File: config.mk
export PLATFORM = sky130hd
export DESIGN_NAME = pcm_highway_config
export DESIGN_NICKNAME = d
export VERILOG_FILES = /design/src/rtl/hwy_pkg.sv /design/src/rtl/sample_fifo.sv /design/src/rtl/pcm_highway_config.sv
export SDC_FILE = /design/constraint.sdc
export NUM_CORES = 1
export LEC_CHECK = 0
export BUFFER_PORTS_ARGS = -buffer_cell sky130_fd_sc_hd__buf_4
export CORE_MARGIN = 5
export CORE_UTILIZATION = 35
export DETAILED_ROUTE_END_ITERATION = 7
export GPL_TIMING_DRIVEN = 0
export PLACE_DENSITY = 0.53
export SLEW_MARGIN = 0
export SYNTH_ARGS = -nofsm -noshare
export SYNTH_HDL_FRONTEND = slang
export SYNTH_SLANG_ARGS = --single-unit
File: constraint.sdc
create_clock -name clk -period 3.8 [get_ports clk]
set_input_delay 0.19 -clock clk [delete_from_list [all_inputs] [get_ports clk]]
set_output_delay 0.19 -clock clk [all_outputs]
set_load 0.02 [all_outputs]
File: src/rtl/hwy_pkg.sv
// Package: register map, field layout and carrier types for the highway block
package hwy_pkg;
  // Register offsets
  localparam logic [7:0] OFS_MODE = 8'h21;
  localparam logic [7:0] OFS_TXS_LO = 8'h22;
  localparam logic [7:0] OFS_TXS_HI = 8'h23;
  localparam logic [7:0] OFS_RXS_LO = 8'h24;
  localparam logic [7:0] OFS_RXS_HI = 8'h25;
  localparam logic [7:0] OFS_GAIN = 8'h26;
  // Extra status register holding the last received sample, low and high byte
  localparam logic [7:0] OFS_RXD_LO = 8'h27;
  localparam logic [7:0] OFS_RXD_HI = 8'h28;
  // Field positions in the mode register
  localparam int BIT_LOOP = 7;
  localparam int BIT_EN = 5;
  localparam int BIT_FMT = 3;
  localparam int BIT_CPB = 1;
  localparam int BIT_REL = 0;
  // Field positions in the gain register
  localparam int BIT_DIR = 4;
  // Reset values
  localparam logic [7:0] RST_REG = 8'h00;
  // Writable masks; reserved bits read as zero
  localparam logic [7:0] MASK_MODE = 8'hbb;
  localparam logic [7:0] MASK_HI = 8'h03;
  localparam logic [7:0] MASK_GAIN = 8'h1f;
  // Gain limits in dB
  localparam logic [3:0] GAIN_MAX_DB = 4'hc;
  // Sample formats
  localparam logic [1:0] FMT_ALAW = 2'h0;
  localparam logic [1:0] FMT_ULAW = 2'h1;
  localparam logic [1:0] FMT_LIN8 = 2'h2;
  localparam logic [1:0] FMT_LIN16 = 2'h3;
  // Sample widths in bits
  localparam logic [4:0] LEN_8 = 5'h08;
  localparam logic [4:0] LEN_16 = 5'h10;
  // Decoded configuration carried to the framing logic
  typedef struct packed {
    logic loopback;
    logic enable;
    logic [1:0] fmt;
    logic two_clk;
    logic rel_fall;
    logic [9:0] tx_start_count;
    logic [9:0] rx_start_count;
  } hwy_cfg_t;
  // Coarse gain setting as applied to the transmit path
  typedef struct packed {
    logic atten;
    logic [3:0] db;
  } gain_t;
endpackage

File: src/rtl/sample_fifo.sv
// Synchronous valid/ready FIFO for transmit samples
`timescale 1ns/1ps
`default_nettype none
module sample_fifo #(
  parameter int WIDTH = 16,
  parameter int DEPTH = 16
) (
  input wire logic clk,
  input wire logic rst,
  input wire logic [WIDTH-1:0] in_data,
  input wire logic in_valid,
  output logic in_ready,
  output logic [WIDTH-1:0] out_data,
  output logic out_valid,
  input wire logic out_ready
);
  localparam int AW = $clog2(DEPTH);
  // Storage array
  logic [WIDTH-1:0] mem [DEPTH];
  logic [AW-1:0] wp_r, rp_r;
  logic [AW:0] cnt_r;
  wire push = in_valid && in_ready;
  wire pop = out_valid && out_ready;
  assign in_ready = (cnt_r != (AW+1)'(DEPTH));
  assign out_valid = (cnt_r != '0);
  assign out_data = mem[rp_r];
  // Data write, no reset needed
  always_ff @(posedge clk) begin
    if (push) begin
      mem[wp_r] <= in_data;
    end
  end
  // Pointers and occupancy
  always_ff @(posedge clk) begin
    if (rst) begin
      wp_r <= '0;
      rp_r <= '0;
      cnt_r <= '0;
    end else begin
      if (push) begin
        wp_r <= wp_r + 1'b1;
      end
      if (pop) begin
        rp_r <= rp_r + 1'b1;
      end
      cnt_r <= cnt_r + (AW+1)'(push) - (AW+1)'(pop);
    end
  end
endmodule
`default_nettype wire

File: src/rtl/pcm_highway_config.sv
// Highway configuration registers, framing engine and coarse transmit gain
`timescale 1ns/1ps
`default_nettype none
module pcm_highway_config import hwy_pkg::*; #(
  parameter int FIFO_DEPTH = 16
) (
  input wire logic clk,
  input wire logic rst,
  // Register port
  input wire logic [7:0] reg_addr,
  input wire logic [7:0] reg_wdata,
  input wire logic reg_wr,
  input wire logic reg_rd,
  output logic [7:0] reg_rdata,
  // Transmit samples from the codec path, 16-bit two's complement; companded formats take the coded byte in the low byte
  input wire logic [15:0] tx_sample,
  input wire logic tx_sample_valid,
  output logic tx_sample_ready,
  // Line-side loopback steering and coarse gain to the analog path
  output logic analog_loopback,
  output logic coarse_tx_direction,
  output logic [3:0] coarse_tx_db,
  // Received sample to the codec path
  output logic [15:0] rx_sample,
  output logic rx_sample_valid,
  // Highway pins
  input wire logic bit_clk,
  input wire logic frame_sync,
  input wire logic hwy_rx,
  output logic hwy_tx,
  output logic hwy_tx_oe
);
  // Register file
  logic [7:0] mode_r, txs_lo_r, txs_hi_r, rxs_lo_r, rxs_hi_r, gain_r;
  logic [15:0] rxd_r;
  logic [7:0] rdata_nxt;
  hwy_cfg_t cfg;
  gain_t gain;

  // Field decode
  assign cfg.loopback = mode_r[BIT_LOOP];
  assign cfg.enable = mode_r[BIT_EN];
  assign cfg.fmt = mode_r[BIT_FMT+:2];
  assign cfg.two_clk = mode_r[BIT_CPB];
  assign cfg.rel_fall = mode_r[BIT_REL];
  assign cfg.tx_start_count = {txs_hi_r[1:0], txs_lo_r};
  assign cfg.rx_start_count = {rxs_hi_r[1:0], rxs_lo_r};

  // Gain mapping: zero is 0 dB either way, gain saturates at 12 dB
  function automatic gain_t map_gain(input logic [7:0] g);
    gain_t r;
    r.atten = g[BIT_DIR];
    if (g[3:0] == 4'h0) begin
      r.db = 4'h0;
    end else if (!g[BIT_DIR] && g[3:2] == 2'h3) begin
      r.db = GAIN_MAX_DB;
    end else begin
      r.db = g[3:0];
    end
    return r;
  endfunction
  assign gain = map_gain(gain_r);

  // Register writes; reserved bits are masked so they read as zero
  always_ff @(posedge clk) begin
    if (rst) begin
      mode_r <= RST_REG;
      txs_lo_r <= RST_REG;
      txs_hi_r <= RST_REG;
      rxs_lo_r <= RST_REG;
      rxs_hi_r <= RST_REG;
      gain_r <= RST_REG;
    end else if (reg_wr) begin
      // Bit 2 is not stored; software is expected to write zero there
      if (reg_addr == OFS_MODE) begin
        mode_r <= reg_wdata & MASK_MODE;
      end else if (reg_addr == OFS_TXS_LO) begin
        txs_lo_r <= reg_wdata;
      end else if (reg_addr == OFS_TXS_HI) begin
        txs_hi_r <= reg_wdata & MASK_HI;
      end else if (reg_addr == OFS_RXS_LO) begin
        rxs_lo_r <= reg_wdata;
      end else if (reg_addr == OFS_RXS_HI) begin
        rxs_hi_r <= reg_wdata & MASK_HI;
      end else if (reg_addr == OFS_GAIN) begin
        gain_r <= reg_wdata & MASK_GAIN;
      end
    end
  end

  // Read mux; unmapped addresses read zero
  assign rdata_nxt = (reg_addr == OFS_MODE) ? mode_r :
                     (reg_addr == OFS_TXS_LO) ? txs_lo_r :
                     (reg_addr == OFS_TXS_HI) ? txs_hi_r :
                     (reg_addr == OFS_RXS_LO) ? rxs_lo_r :
                     (reg_addr == OFS_RXS_HI) ? rxs_hi_r :
                     (reg_addr == OFS_GAIN) ? gain_r :
                     (reg_addr == OFS_RXD_LO) ? rxd_r[7:0] :
                     (reg_addr == OFS_RXD_HI) ? rxd_r[15:8] : 8'h00;

  // Read data stands one cycle after the strobe only
  always_ff @(posedge clk) begin
    if (rst) begin
      reg_rdata <= 8'h00;
    end else begin
      reg_rdata <= reg_rd ? rdata_nxt : 8'h00;
    end
  end

  // Analog-side controls registered out
  always_ff @(posedge clk) begin
    if (rst) begin
      analog_loopback <= 1'b0;
      coarse_tx_direction <= 1'b0;
      coarse_tx_db <= 4'h0;
    end else begin
      analog_loopback <= cfg.loopback;
      coarse_tx_direction <= gain.atten;
      coarse_tx_db <= gain.db;
    end
  end

  // Two-flop synchronisers for the highway pins
  logic [1:0] clk_s1_r, fs_s_r, rx_s_r;
  logic clk_d_r, fs_d_r;
  always_ff @(posedge clk) begin
    if (rst) begin
      clk_s1_r <= 2'h0;
      fs_s_r <= 2'h0;
      rx_s_r <= 2'h0;
      clk_d_r <= 1'b0;
      fs_d_r <= 1'b0;
    end else begin
      clk_s1_r <= {clk_s1_r[0], bit_clk};
      fs_s_r <= {fs_s_r[0], frame_sync};
      rx_s_r <= {rx_s_r[0], hwy_rx};
      clk_d_r <= clk_s1_r[1];
      fs_d_r <= fs_s_r[1];
    end
  end
  // Edge detection on the second stage only
  wire bclk_rise = clk_s1_r[1] && !clk_d_r;
  wire bclk_fall = !clk_s1_r[1] && clk_d_r;
  wire fs_rise = fs_s_r[1] && !fs_d_r;

  // Sample width from format: companded and 8-bit linear are 8 bits
  wire [4:0] samp_len = (cfg.fmt == FMT_LIN16) ? LEN_16 : LEN_8;

  // Transmit FIFO between codec path and highway
  logic [15:0] fifo_data;
  logic fifo_valid, fifo_pop;
  sample_fifo #(.WIDTH(16), .DEPTH(FIFO_DEPTH)) u_fifo (
    .clk(clk),
    .rst(rst),
    .in_data(tx_sample),
    .in_valid(tx_sample_valid),
    .in_ready(tx_sample_ready),
    .out_data(fifo_data),
    .out_valid(fifo_valid),
    .out_ready(fifo_pop)
  );

  // Format the outgoing word, left-justified in 16 bits
  function automatic logic [15:0] fmt_word(input logic [1:0] f, input logic [15:0] s);
    logic [15:0] r;
    r = s;
    if (f == FMT_LIN8) begin
      r = {s[15:8], 8'h00};
    end else if (f == FMT_ALAW || f == FMT_ULAW) begin
      // Companding tables sit outside; the low byte carries the coded sample
      r = {s[7:0], 8'h00};
    end
    return r;
  endfunction

  // Bit-clock counter since frame sync, and sub-clock phase for two-clock bits
  logic [10:0] bcnt_r;
  logic [4:0] tx_left_r, rx_left_r;
  logic tx_ph_r, rx_ph_r, tx_act_r, rx_act_r, rel_pend_r;
  logic [15:0] tx_sh_r, rx_sh_r;
  wire [10:0] txs_ext = {1'b0, cfg.tx_start_count};
  wire [10:0] rxs_ext = {1'b0, cfg.rx_start_count};
  wire tx_start = cfg.enable && bclk_rise && (bcnt_r == txs_ext) && !tx_act_r;
  // Arm on the fall that closes clock rxs, so the first (MSB) bit is caught in clock rxs+1, or rxs+2 with two-clock bits
  wire rx_start = cfg.enable && bclk_fall && (bcnt_r == rxs_ext) && !rx_act_r;
  assign fifo_pop = tx_start && fifo_valid;
  // An empty buffer sends zeros rather than a stale word
  wire [15:0] tx_word = fifo_valid ? fmt_word(cfg.fmt, fifo_data) : 16'h0000;
  // Final bit clock of bit 0 is under way
  wire tx_last_half = (tx_left_r == 5'h0) && (!cfg.two_clk || tx_ph_r);
  // Bit step: every clock, or every second clock
  wire tx_step = bclk_rise && (!cfg.two_clk || tx_ph_r);
  wire rx_step = bclk_fall && (!cfg.two_clk || rx_ph_r);
  wire rel_edge = cfg.rel_fall ? bclk_fall : bclk_rise;

  // Bit counter: reset on frame sync, counts rising bit clocks
  always_ff @(posedge clk) begin
    if (rst) begin
      bcnt_r <= 11'h0;
    end else if (fs_rise) begin
      bcnt_r <= 11'h0;
    end else if (bclk_rise && bcnt_r != 11'h7ff) begin
      bcnt_r <= bcnt_r + 11'h1;
    end
  end

  // Transmit shifter, MSB first; release after bit 0 on chosen edge
  always_ff @(posedge clk) begin
    if (rst) begin
      tx_act_r <= 1'b0;
      tx_ph_r <= 1'b0;
      tx_left_r <= 5'h0;
      tx_sh_r <= 16'h0;
      rel_pend_r <= 1'b0;
      hwy_tx <= 1'b0;
      hwy_tx_oe <= 1'b0;
    end else if (!cfg.enable) begin
      tx_act_r <= 1'b0;
      rel_pend_r <= 1'b0;
      hwy_tx_oe <= 1'b0;
    end else if (tx_start) begin
      tx_act_r <= 1'b1;
      tx_ph_r <= 1'b0;
      tx_left_r <= samp_len - 5'h1;
      tx_sh_r <= {tx_word[14:0], 1'b0};
      hwy_tx <= tx_word[15];
      hwy_tx_oe <= 1'b1;
    end else if (tx_act_r) begin
      if (bclk_rise && cfg.two_clk) begin
        tx_ph_r <= !tx_ph_r;
      end
      if (tx_step) begin
        if (tx_left_r == 5'h0) begin
          tx_act_r <= 1'b0;
          rel_pend_r <= 1'b1;
        end else begin
          hwy_tx <= tx_sh_r[15];
          tx_sh_r <= {tx_sh_r[14:0], 1'b0};
          tx_left_r <= tx_left_r - 5'h1;
        end
      end
      // Falling-edge release: let go once the master has sampled bit 0
      if (cfg.rel_fall && bclk_fall && tx_last_half) begin
        tx_act_r <= 1'b0;
        hwy_tx_oe <= 1'b0;
      end
    end else if (rel_pend_r && (rel_edge || cfg.rel_fall == 1'b0)) begin
      rel_pend_r <= 1'b0;
      hwy_tx_oe <= 1'b0;
    end
  end

  // Receive shifter, samples on falling bit clock
  always_ff @(posedge clk) begin
    if (rst) begin
      rx_act_r <= 1'b0;
      rx_ph_r <= 1'b0;
      rx_left_r <= 5'h0;
      rx_sh_r <= 16'h0;
      rxd_r <= 16'h0;
      rx_sample <= 16'h0;
      rx_sample_valid <= 1'b0;
    end else begin
      rx_sample_valid <= 1'b0;
      if (!cfg.enable) begin
        rx_act_r <= 1'b0;
      end else if (rx_start) begin
        rx_act_r <= 1'b1;
        rx_ph_r <= cfg.two_clk ? 1'b0 : 1'b1;
        rx_left_r <= samp_len;
        rx_sh_r <= 16'h0000;
      end else if (rx_act_r) begin
        if (bclk_fall && cfg.two_clk) begin
          rx_ph_r <= !rx_ph_r;
        end
        if (rx_step) begin
          rx_sh_r <= {rx_sh_r[14:0], rx_s_r[1]};
          rx_left_r <= rx_left_r - 5'h1;
          if (rx_left_r == 5'h1) begin
            rx_act_r <= 1'b0;
            rx_sample_valid <= 1'b1;
            rxd_r <= {rx_sh_r[14:0], rx_s_r[1]};
            rx_sample <= {rx_sh_r[14:0], rx_s_r[1]};
          end
        end
      end
    end
  end
endmodule
`default_nettype wire

Yosys cells after proc, flatten, opt, wreduce, memory -nomap -nowiden:

Memory sizes are Yosys's and may differ from the RTL's. A register that Yosys moved wholly into a read port is not among the register bits.
Cells that the tools add are included.
Widths: inputs -> output; s select.

* register bits after elaboration: 142
* memory bits (writable): 256
* input bits: 40
* output and inout port bits: 34
* logic and storage cells: 203
* memories: 1

* add/subtract/negate cells: 8
* eq/ne operators: 21
* muxes and demuxes: 60
* bitwise operators: 12
* reductions and logical operators: 67

Memories
* u_fifo.mem: depth 16, bits a word 16, rd ports 1, clocked after Yosys merged registers in 1, write ports 1, RTL line sample_fifo.sv:19 `logic [WIDTH-1:0] mem [DEPTH];`

Operators with widths (number)
* $mux 16: 7
* $eq 8x6->1 const B: 8
* $mux 8: 8
* $mux 15: 3
* $mux 5: 8
* $mux 1: 31
* $eq 11x10->1: 2
* $logic_and 1x1->1: 22
* $sub 5x1->5 const B: 3
* $reduce_bool 2->1: 7
* $mux 4: 3
* $not 1->1: 12
* $reduce_and 3->1: 4
* $reduce_and 4->1: 3
* $add 11x1->11 const B: 1
* $ne 11x11->1 const B: 1
* $reduce_and 5->1: 2
* $logic_not 1->1: 9
* $add 4x1->4 const B: 2
* $reduce_or 2->1: 4
* $reduce_and 7->1: 1
* $eq 2x2->1 const B: 3
* $reduce_and 6->1: 1
* $reduce_or 3->1: 2
* 16 further kinds: 21

Longest topological paths before layout:

Gate-level depths: netlist (run 1).

* word-level depth: 9
* gate-level depth with buffers: 16

Cells and area by module:

Synthesis (run 1) repeated with hierarchy kept, for this count alone.

* cell total of the unflattened synthesis: 1174
* area, all modules: 16572.1 um2

Modules (own cells, without submodules)
* sample_fifo: instances 1, cells an instance 503, area an instance 10615.2 um2
* pcm_highway_config: instances 1, cells an instance 671, area an instance 5957.0 um2

Least setup slack after synthesis (run 1):

OpenSTA, ideal clock, no wires.

* path kind: register to register
* start point: register u_fifo.cnt_r[2]
* end point: memory u_fifo.mem[3][0] (enable)
* library setup time: 409 ps
* arrival time: 2516 ps
* data required time: 3391 ps
* slack: 875 ps
* cell stages (with the launch flop): 8
* path buffers: 1
* path through: dfxtp_1 inv_1 ha_1 nand3_1 and2_1 clkbuf_1 nand2_1 nor3_1

* longest elaborated chain between the ends: 4

RTL lines
* start, declared: RTL line sample_fifo.sv:21 `logic [AW:0] cnt_r;`
* start signal, assigned: RTL line sample_fifo.sv:46 `cnt_r <= cnt_r + (AW+1)'(push) - (AW+1)'(pop);`
* $ne 5x5->1: RTL line sample_fifo.sv:24 `assign in_ready = (cnt_r != (AW+1)'(DEPTH));`
* net tx_sample_ready: RTL line pcm_highway_config.sv:18 `output logic tx_sample_ready,`
* $logic_and 1x1->1: RTL line sample_fifo.sv:22 `wire push = in_valid && in_ready;`
* net u_fifo.push: RTL line sample_fifo.sv:22
* $mux 1: RTL line sample_fifo.sv:29 `if (push) begin`
* $mux 1 (not written as such): RTL line sample_fifo.sv:30 `mem[wp_r] <= in_data;`
* end, declared: RTL line sample_fifo.sv:19

The timed path passes the listed nets, and every way through them passes these cells.

Final worst setup path (run 1):

* start point: register bcnt_r[5]
* end point: register u_fifo.cnt_r[4]

* longest elaborated chain between the ends: 6

RTL lines
* start, declared: RTL line pcm_highway_config.sv:177 `logic [10:0] bcnt_r;`
* start signal, assigned: RTL line pcm_highway_config.sv:203 `bcnt_r <= bcnt_r + 11'h1;`
* $eq 11x10->1: RTL line pcm_highway_config.sv:183 `wire tx_start = cfg.enable && bclk_rise && (bcnt_r == txs_ext) && !tx_act_r;`
* $logic_and 1x1->1 (2 in a row): RTL line pcm_highway_config.sv:183
* $logic_and 1x1->1: RTL line pcm_highway_config.sv:186 `assign fifo_pop = tx_start && fifo_valid;`
* $logic_and 1x1->1: RTL line sample_fifo.sv:23 `wire pop = out_valid && out_ready;`
* $sub 5x1->5: RTL line sample_fifo.sv:46

No other way between the ends.
A chain may end at the register's enable or synchronous reset.

==> results of run 1 <==
-- worst max-delay path: cells and delay by family (launching register included) --
kind                       cells  cell delay (ns)
AOI/OAI and AO/OA              2             0.11
DFF                            1             0.30
adders and majority gates      2             0.62
xor gates and xnor gates       1             0.11
buffers and inverters          6             1.26
and+or+nand+nor                6             0.71
-- metal layers --
metal	GRT usage [%]	vias to the layer above	share of wire (%)
met3	3.30	74	6.0
li1	-	4941	-
met4	5.58	0	2.9
met1	23.4	5307	44
met2	27.9	348	47
met5	0	-	0
-- stage by stage --
| stage | area, um2 | TNS, ns | hold slack (ns) |
|---|---|---|---|
| after floorplan | 16300 | 0 | 0.289 |
| after detailed placement | 17900 | 0 | 0.426 |
| after CTS | 19600 | 0 | 0.00811 |
| after global placement | 17600 | -55.75 | 0.418 |
| final | 19600 | 0 | 0.0745 |
| after global routing | 19600 | 0 | 0.0567 |
-- layout make-up --
type,instances,area share [%]
clock buffers,51,5.79
clock inverters,25,1.38
well taps,607,3.87
inverters,23,0.440
plain buffers,74,1.63
multi-input cells,728,27.2
repair buffers,118,5.79
flip-flops and latches,401,53.9
-- logic make-up after synthesis --
| family | synth area share [%] |
|---|---|
| flip-flops | 65.1 |
| AND/OR/NAND/NOR | 10.0 |
| AO/OA/AOI/OAI | 8.40 |
| multiplexers | 10.4 |
| buffers and inverters | 2.49 |
| XOR/XNOR | 2.36 |
| adder cells (fa/ha/maj) | 1.20 |
-- power by group through the flow --
stage          combinational [mW]  sequential, mW  clock [mW]
4_1_cts                     0.582            4.77        4.30
3_3_place_gp                0.511            4.86           0
3_5_place_dp                0.555            4.86           0
5_1_grt                     0.637            4.77        4.46
6_report                    0.576            4.77        4.19
2_1_floorplan               0.302            4.85           0
-- cells in the final DEF (no fill, tap or decap), types with 17 or more instances in the layout --
cell type	netlist	layout
edfxtp_1	256	256
dfxtp_1	145	145
nand2_1	118	118
a21oi_1	98	98
buf_4	5	77
nor2_1	85	73
clkbuf_1	52	56
mux4_2	51	51
mux2i_1	49	49
nand3_1	48	48
clkbuf_16	0	43
o21ai_0	37	37
dlygate4sd3_1	0	28
xor2_1	26	26
inv_1	22	22
nor2b_1	21	21
a221oi_1	19	19
a22oi_1	17	17
-- worst max-delay path by stage --
stage | end | cells past startpoint
after floorplan | u_fifo.mem[3][0]$_DFFE_PP_ | 7
after global placement | u_fifo.mem[2][9]$_DFFE_PP_ | 7
after detailed placement | u_fifo.cnt_r[4]$_SDFF_PP0_ | 16
after CTS | u_fifo.cnt_r[4]$_SDFF_PP0_ | 16
after global routing | u_fifo.cnt_r[4]$_SDFF_PP0_ | 17
final | u_fifo.cnt_r[4]$_SDFF_PP0_ | 17
-- repair_timing --
action | CTS | global route
gates resized for setup | 0 | 2
setup buffers | 0 | 1
setup endpoints to repair | 0 | 1
endpoints found under the hold margin | 292 | 0
hold buffers | 28 | 0
-- registers in the layout, indices dropped and copies added, names as in the netlist, 6 cells and up, named ones only --
signal and flops:
bcnt_r 11, mode_r 6, reg_rdata 8, rx_sh_r 15, rxd_r 16, rxs_lo_r 8, tx_sh_r 15, txs_lo_r 8
u_fifo.mem 256
==> summary.md, run 1 <==
| Metric | Value |
|---|---|
| Outcome | `finished clean` |
| Reg-to-reg slack, setup | `0.54 ns` |
| Hold Path End | `reg_rdata[1]$_SDFF_PP0_` |
| Share of layout cells above drive strength 1 | `18.1%` |
| CP max FO | `10` |
| Syn_area_per_cell | `13.3 um2` |
| Cell variety after synth | `63` |
| Port Buffers | `70` |
| CTS tree | `yes` |
| Dominant synthesized flop cell | `edfxtp_1` |
| Final net count | `1,444` |
| Max Freq | `307 MHz` |
| Vias in the first global route | `10,500` |
| Die area | `50,900 um2` |
| Worst-Skew Late Latency | `0.57 ns` |
| Post-synthesis sequential area ratio | `65.1%` |
| Mapped Area | `16,300 um2` |
| Max_slew headroom | `34.6%` |
| CTS clk-pin slew, worst paths | `0.06 ns` |
| GRT overflow | `0` |
| Initial Util | `35.2%` |
| Worst Hold Depth | `4` |
| Total GRT Usage | `17.2%` |
| Crit path kind | `flop to flop` |
| CP endpoint kind | `flop` |
| FF+latch count, synth | `401` |
| Switching share of power | `22.2%` |
| Setup WS post-layout | `0.542 ns` |
| First-pass GRT wire length | `66,100 um` |
| Int Power | `7.42 mW` |
| Placed instance count | `1,922` |
| Comb pwr share | `6.0%` |
| Final period util | `85.7%` |
| Reg2reg start | `bcnt_r[5]$_SDFFE_PP0P_` |
| Final Non-Filler Cells | `2,027` |
| Sequential power share | `50.0%` |
| P_sw | `2.11 mW` |
| Commonest cells post-synth | `256 x edfxtp_1, 145 x dfxtp_1, 118 x nand2_1, 98 x a21oi_1, 85 x nor2_1` |
| CTS Buf Count | `43` |
| R2R Path End | `u_fifo.cnt_r[4]$_SDFF_PP0_` |
| Maximum vdd ir drop | `0.397 mV` |
| Synth warn | `0` |
| Reg area | `10,600 um2` |
| Max_cap viols | `0` |
| Area Overhead vs Synth | `20.7%` |
| Clock skew | `0.0217 ns` |
| Most common cell in the netlist | `edfxtp_1` |
| Place WS | `0.253 ns` |
| Crit-path slowest cell | `fa_1` |
| Mapped Nets | `1,281` |
| Synth top area share | `47.2%` |
| Die Wd | `226 um` |
| Slew Limit Fails | `0` |
| Crit-path cells | `clkbuf_1 > xnor2_1 > nand3_1 > nand4b_1 > buf_4 > clkbuf_1 > clkbuf_2 > nand2_1 > nand2_1 > ha_1 > inv_1 > fa_1 > inv_1 > a21oi_1 > nor2_1 > or3_1 > a21oi_1` |
| Hold crit path type | `primary input to flop` |
| Hold Fails Final Rpt | `0` |
| P_leak | `6.57 nW` |
| Hold Path Origin | `reg_addr[2]` |
| Least-Margin Pin Slew | `0.972 ns` |
| Arrival time at the worst endpoint | `3.67 ns` |
| Setup-failing EPs final | `0` |
| Post-synth EDFFs | `256` |
| Iteration-0 DRC Markers | `1,128` |
| Routed vias/inst | `5.26` |
| Routed via count | `10,700` |
| Leading area contributor after synthesis | `edfxtp_1` |
| Worst Setup SP | `bcnt_r[5]$_SDFFE_PP0P_` |
| Fill cells | `4,298` |
| Clock Power Share | `43.9%` |
| Initial antenna violation count | `0` |
| Post-Route WL | `44,000 um` |
| Worst r2r path cells | `17` |
| RSZ-0062 raised after global routing | `no` |
| Per-cell routed wire length | `21.7 um` |
| Crit path launch type | `flop` |
| Synth top area cells | `edfxtp_1 47%, dfxtp_1 18%, mux4_2 7.1%` |
| Pwr/cell area | `485 nW/um2` |
| Multi-input logic area | `5340 um2` |
| DR pass1 iterations | `7` |
| CTS Sinks | `401` |
| Detailed Place HPWL | `30,300 um` |
| Largest net degree at the start of global routing | `17` |
| N_diodes | `0` |
| Core ar. | `46,300 um2` |
| Final min period | `3.26 ns` |
| Critical path's largest stage delay | `0.46 ns` |
| Clk buf depth | `3` |
| WP data required | `4.22 ns` |
| Drt drc | `0` |
| FP Rows | `79` |
| Htree depth | `2` |
| Die extent in y | `226 um` |
| Routability cong. | `0.867` |
| Final Util | `42.4%` |
| FFs w/ async S/R, synth | `0%` |
| Synth Instances | `1,226` |
| Power Total | `9.53 mW` |
| Clk root buf | `clkbuf_16` |
| Post-route ant nets | `0` |
| IO Pins | `74` |
Power figures use the tool's default switching activity.
==> run 2: changes to the inputs <==
- CORE_UTILIZATION: 35 -> 60
- HOLD_SLACK_MARGIN: not set -> 0.12
- PLACE_DENSITY: 0.53 -> 0.81
- clock period: 3.8 -> 3.6 ns (I/O delays scaled with it)
==> run 2 against run 1 <==
Global-route usage increased by 10 points; register-to-register slack got worse by 0.23 ns; clock power decreased by 5%; critical path depth decreased by 1; sequential cell count unchanged; final area decreased by 2.4%; worst hold slack improved by 0.16 ns; count of clock-buffer cells in the layout decreased by 1; sequential share of layout area increased by 1.4 points.
==> summary.md, run 2 (synthesized netlist as in run 1, its figures left out) <==
| Metric | Value |
|---|---|
| Post-route ant nets | `0 (unchanged)` |
| Max_slew headroom | `29.7% (-4.9 points)` |
| WP data required | `3.99 ns (-0.23 ns)` |
| Hold Fails Final Rpt | `0 (unchanged)` |
| Routed via count | `11,200 (+4.8%)` |
| CP max FO | `10 (unchanged)` |
| Most Crowded Layer GR | `met2` |
| Area Overhead vs Synth | `17.7%` |
| Largest Register | `u_fifo.mem` |
| Met2 Usage GRT | `48.3% (+20 points)` |
| Final net count | `1,442 (-0.14%)` |
| CTS resizes | `0 (unchanged)` |
| Crit path kind | `flop to flop` |
| CTS Sinks | `401 (unchanged)` |
| Slew Limit Fails | `0 (unchanged)` |
| P_leak | `6.49 nW (-1.1%)` |
| CTS Buf Count | `39 (-9.3%)` |
| Worst-Skew Late Latency | `0.55 ns (-0.02 ns)` |
| Commonest non-fill, non-tap cell in the layout | `edfxtp_1` |
| Max FFs per register | `256 (unchanged)` |
| Iteration-0 DRC Markers | `1,306 (+16%)` |
| Die extent in y | `175 um (-23%)` |
| Pwr/cell area | `503 nW/um2 (+3.6%)` |
| Crit path launch type | `flop` |
| Core ar. | `26,800 um2 (-42%)` |
| Hold WS | `0.230 ns (+0.155 ns)` |
| Setup-failing EPs final | `0 (unchanged)` |
| Final min period | `3.28 ns (+0.0273 ns)` |
| Total GRT Usage | `27.5% (+10 points)` |
| DR pass1 iterations | `5 (-2)` |
| N_diodes | `0 (unchanged)` |
| Vias in the first global route | `11,200 (+6.1%)` |
| Setup WS post-layout | `0.315 ns (-0.227 ns)` |
| Initial Util | `60.7% (+26 points)` |
| Die Wd | `175 um (-23%)` |
| GR Util met3 | `4.48% (+1.2 points)` |
| Clock skew | `0.0169 ns (-0.00476 ns)` |
| Final period util | `91.2% (+5.5 points)` |
| Per-cell routed wire length | `24.1 um (+11%)` |
| Outcome | `finished clean` |
| CP endpoint kind | `flop` |
| Place WS | `0.192 ns (-0.0613 ns)` |
| Maximum vdd ir drop | `0.423 mV (+6.4%)` |
| Drt drc | `0 (unchanged)` |
| IO Pins | `74 (unchanged)` |
| Port Buffers | `70 (unchanged)` |
| Setup TNS | `0 ns (unchanged)` |
| CTS tree | `yes` |
| Htree depth | `2 (unchanged)` |
| Max Freq | `304 MHz (-0.83%)` |
| GRT overflow | `0 (unchanged)` |
| Largest net degree at the start of global routing | `17 (unchanged)` |
| Power Total | `9.64 mW (+1.1%)` |
| Share of layout cells above drive strength 1 | `17.4% (-0.73 points)` |
| CTS clk-pin slew, worst paths | `0.06 ns (about the same)` |
| Initial antenna violation count | `0 (unchanged)` |
| M1 GR Usage | `34.2% (+11 points)` |
| First-pass GRT wire length | `65,100 um (-1.6%)` |
| Hold crit path type | `primary input to flop` |
| Post-Route WL | `42,300 um (-4.0%)` |
| FP Rows | `60 (-24%)` |
| Least-Margin Pin Slew | `1.05 ns (+0.0763 ns)` |
| Routability cong. | `0.906 (+4.5%)` |
| Arrival time at the worst endpoint | `3.68 ns (about the same)` |
| Leading registers by flop count | `u_fifo.mem x256, rxd_r x16` |
| Routed vias/inst | `6.36 (+21%)` |
| Clk root buf | `clkbuf_16` |
| Die area | `30,500 um2 (-40%)` |
| Fill cells | `1,728 (-60%)` |
| Detailed Place HPWL | `28,300 um (-6.8%)` |
| Commonest cells after routing, fill and taps aside | `256 x edfxtp_1, 145 x dfxtp_1, 118 x nand2_1` |
| Clk buf depth | `3 (unchanged)` |
| RSZ-0062 raised after global routing | `no` |
| Max_cap viols | `0 (unchanged)` |
==> run 2: cell count changes in the layout (fill, tap and decap cells not counted), moves of 3 or more <==
cell	change
dlygate4sd3_1	+4
buf_8	+5
buf_6	-5
clkinv_2	-3
clkbuf_16	-3
bufinv_16	-3
==> run 2: power breakdown <==
group / leakage (nW) / internal [mW] / switching (mW)
sequential: 3.48 / 4.99 / 0.0437
clock: 0.623 / 2.27 / 1.74
combinational: 2.39 / 0.219 / 0.377
==> run 2: critical path, stage by stage (launching register included) <==
cell	delay [ns]
dfxtp_1	0.30
clkbuf_1	0.24
xnor2_1	0.12
nand3_1	0.17
nand4b_1	0.22
clkbuf_1	0.40
clkbuf_1	0.43
nand2_1	0.10
nand2_1	0.08
ha_1	0.15
inv_1	0.06
fa_1	0.45
inv_1	0.07
a21oi_1	0.06
nor2_1	0.11
or3_1	0.12
a21oi_1	0.05
==> run 2: cell type report <==
cell class	instances	area [um2]	area share, %
Sequential cell	401	10600	55.3
Multi-Input combinational cell	728	5330	27.8
Timing Repair Buffer	120	1160	6.06
Clock buffer	50	1070	5.59
Tap cell	341	427	2.23
Buffer	74	319	1.67
Clock inverter	20	176	0.921
Inverter	23	86.3	0.451
==> run 2: per-stage QoR <==
| step | cells | util [%] | cell area, um2 |
|---|---|---|---|
| floorplan | 1226 | - | 16300 |
| global placement | 1637 | 64.3 | 17200 |
| detailed placement | 1654 | 65.6 | 17600 |
| CTS | 1756 | 71.4 | 19100 |
| global route | 1757 | 71.5 | 19200 |
| finish | 1757 | 71.5 | 19200 |
==> run 2: metal layers <==
metal | vias to the layer above | part of all wire, % | wire, um
li1 | 4933 | - | -
met1 | 5519 | 38 | 15900
met2 | 592 | 50 | 21300
met3 | 135 | 7.7 | 3270
met4 | 0 | 4.4 | 1850
met5 | - | 0 | 0
==> run 2: repair_timing <==
action | in CTS | in global routing
hold endpoints to repair | 297 | 0
setup buffers | 0 | 1
endpoints found under the setup margin | 0 | 1
hold buffers | 32 | 0
==> run 2: final timing paths <==
| path | start | endpoint | slack (ns) | depth (start not counted) |
|---|---|---|---|---|
| max | bcnt_r[5]$_SDFFE_PP0P_ | u_fifo.cnt_r[4]$_SDFF_PP0_ | 0.32 | 16 |
| min | reg_addr[3] | reg_rdata[7]$_SDFF_PP0_ | 0.23 | 4 |
| max reg2reg | bcnt_r[5]$_SDFFE_PP0P_ | u_fifo.cnt_r[4]$_SDFF_PP0_ | 0.32 | 16 |
| min reg2reg | fs_s_r[1]$_SDFF_PP0_ | fs_d_r$_SDFF_PP0_ | 0.43 | 2 |
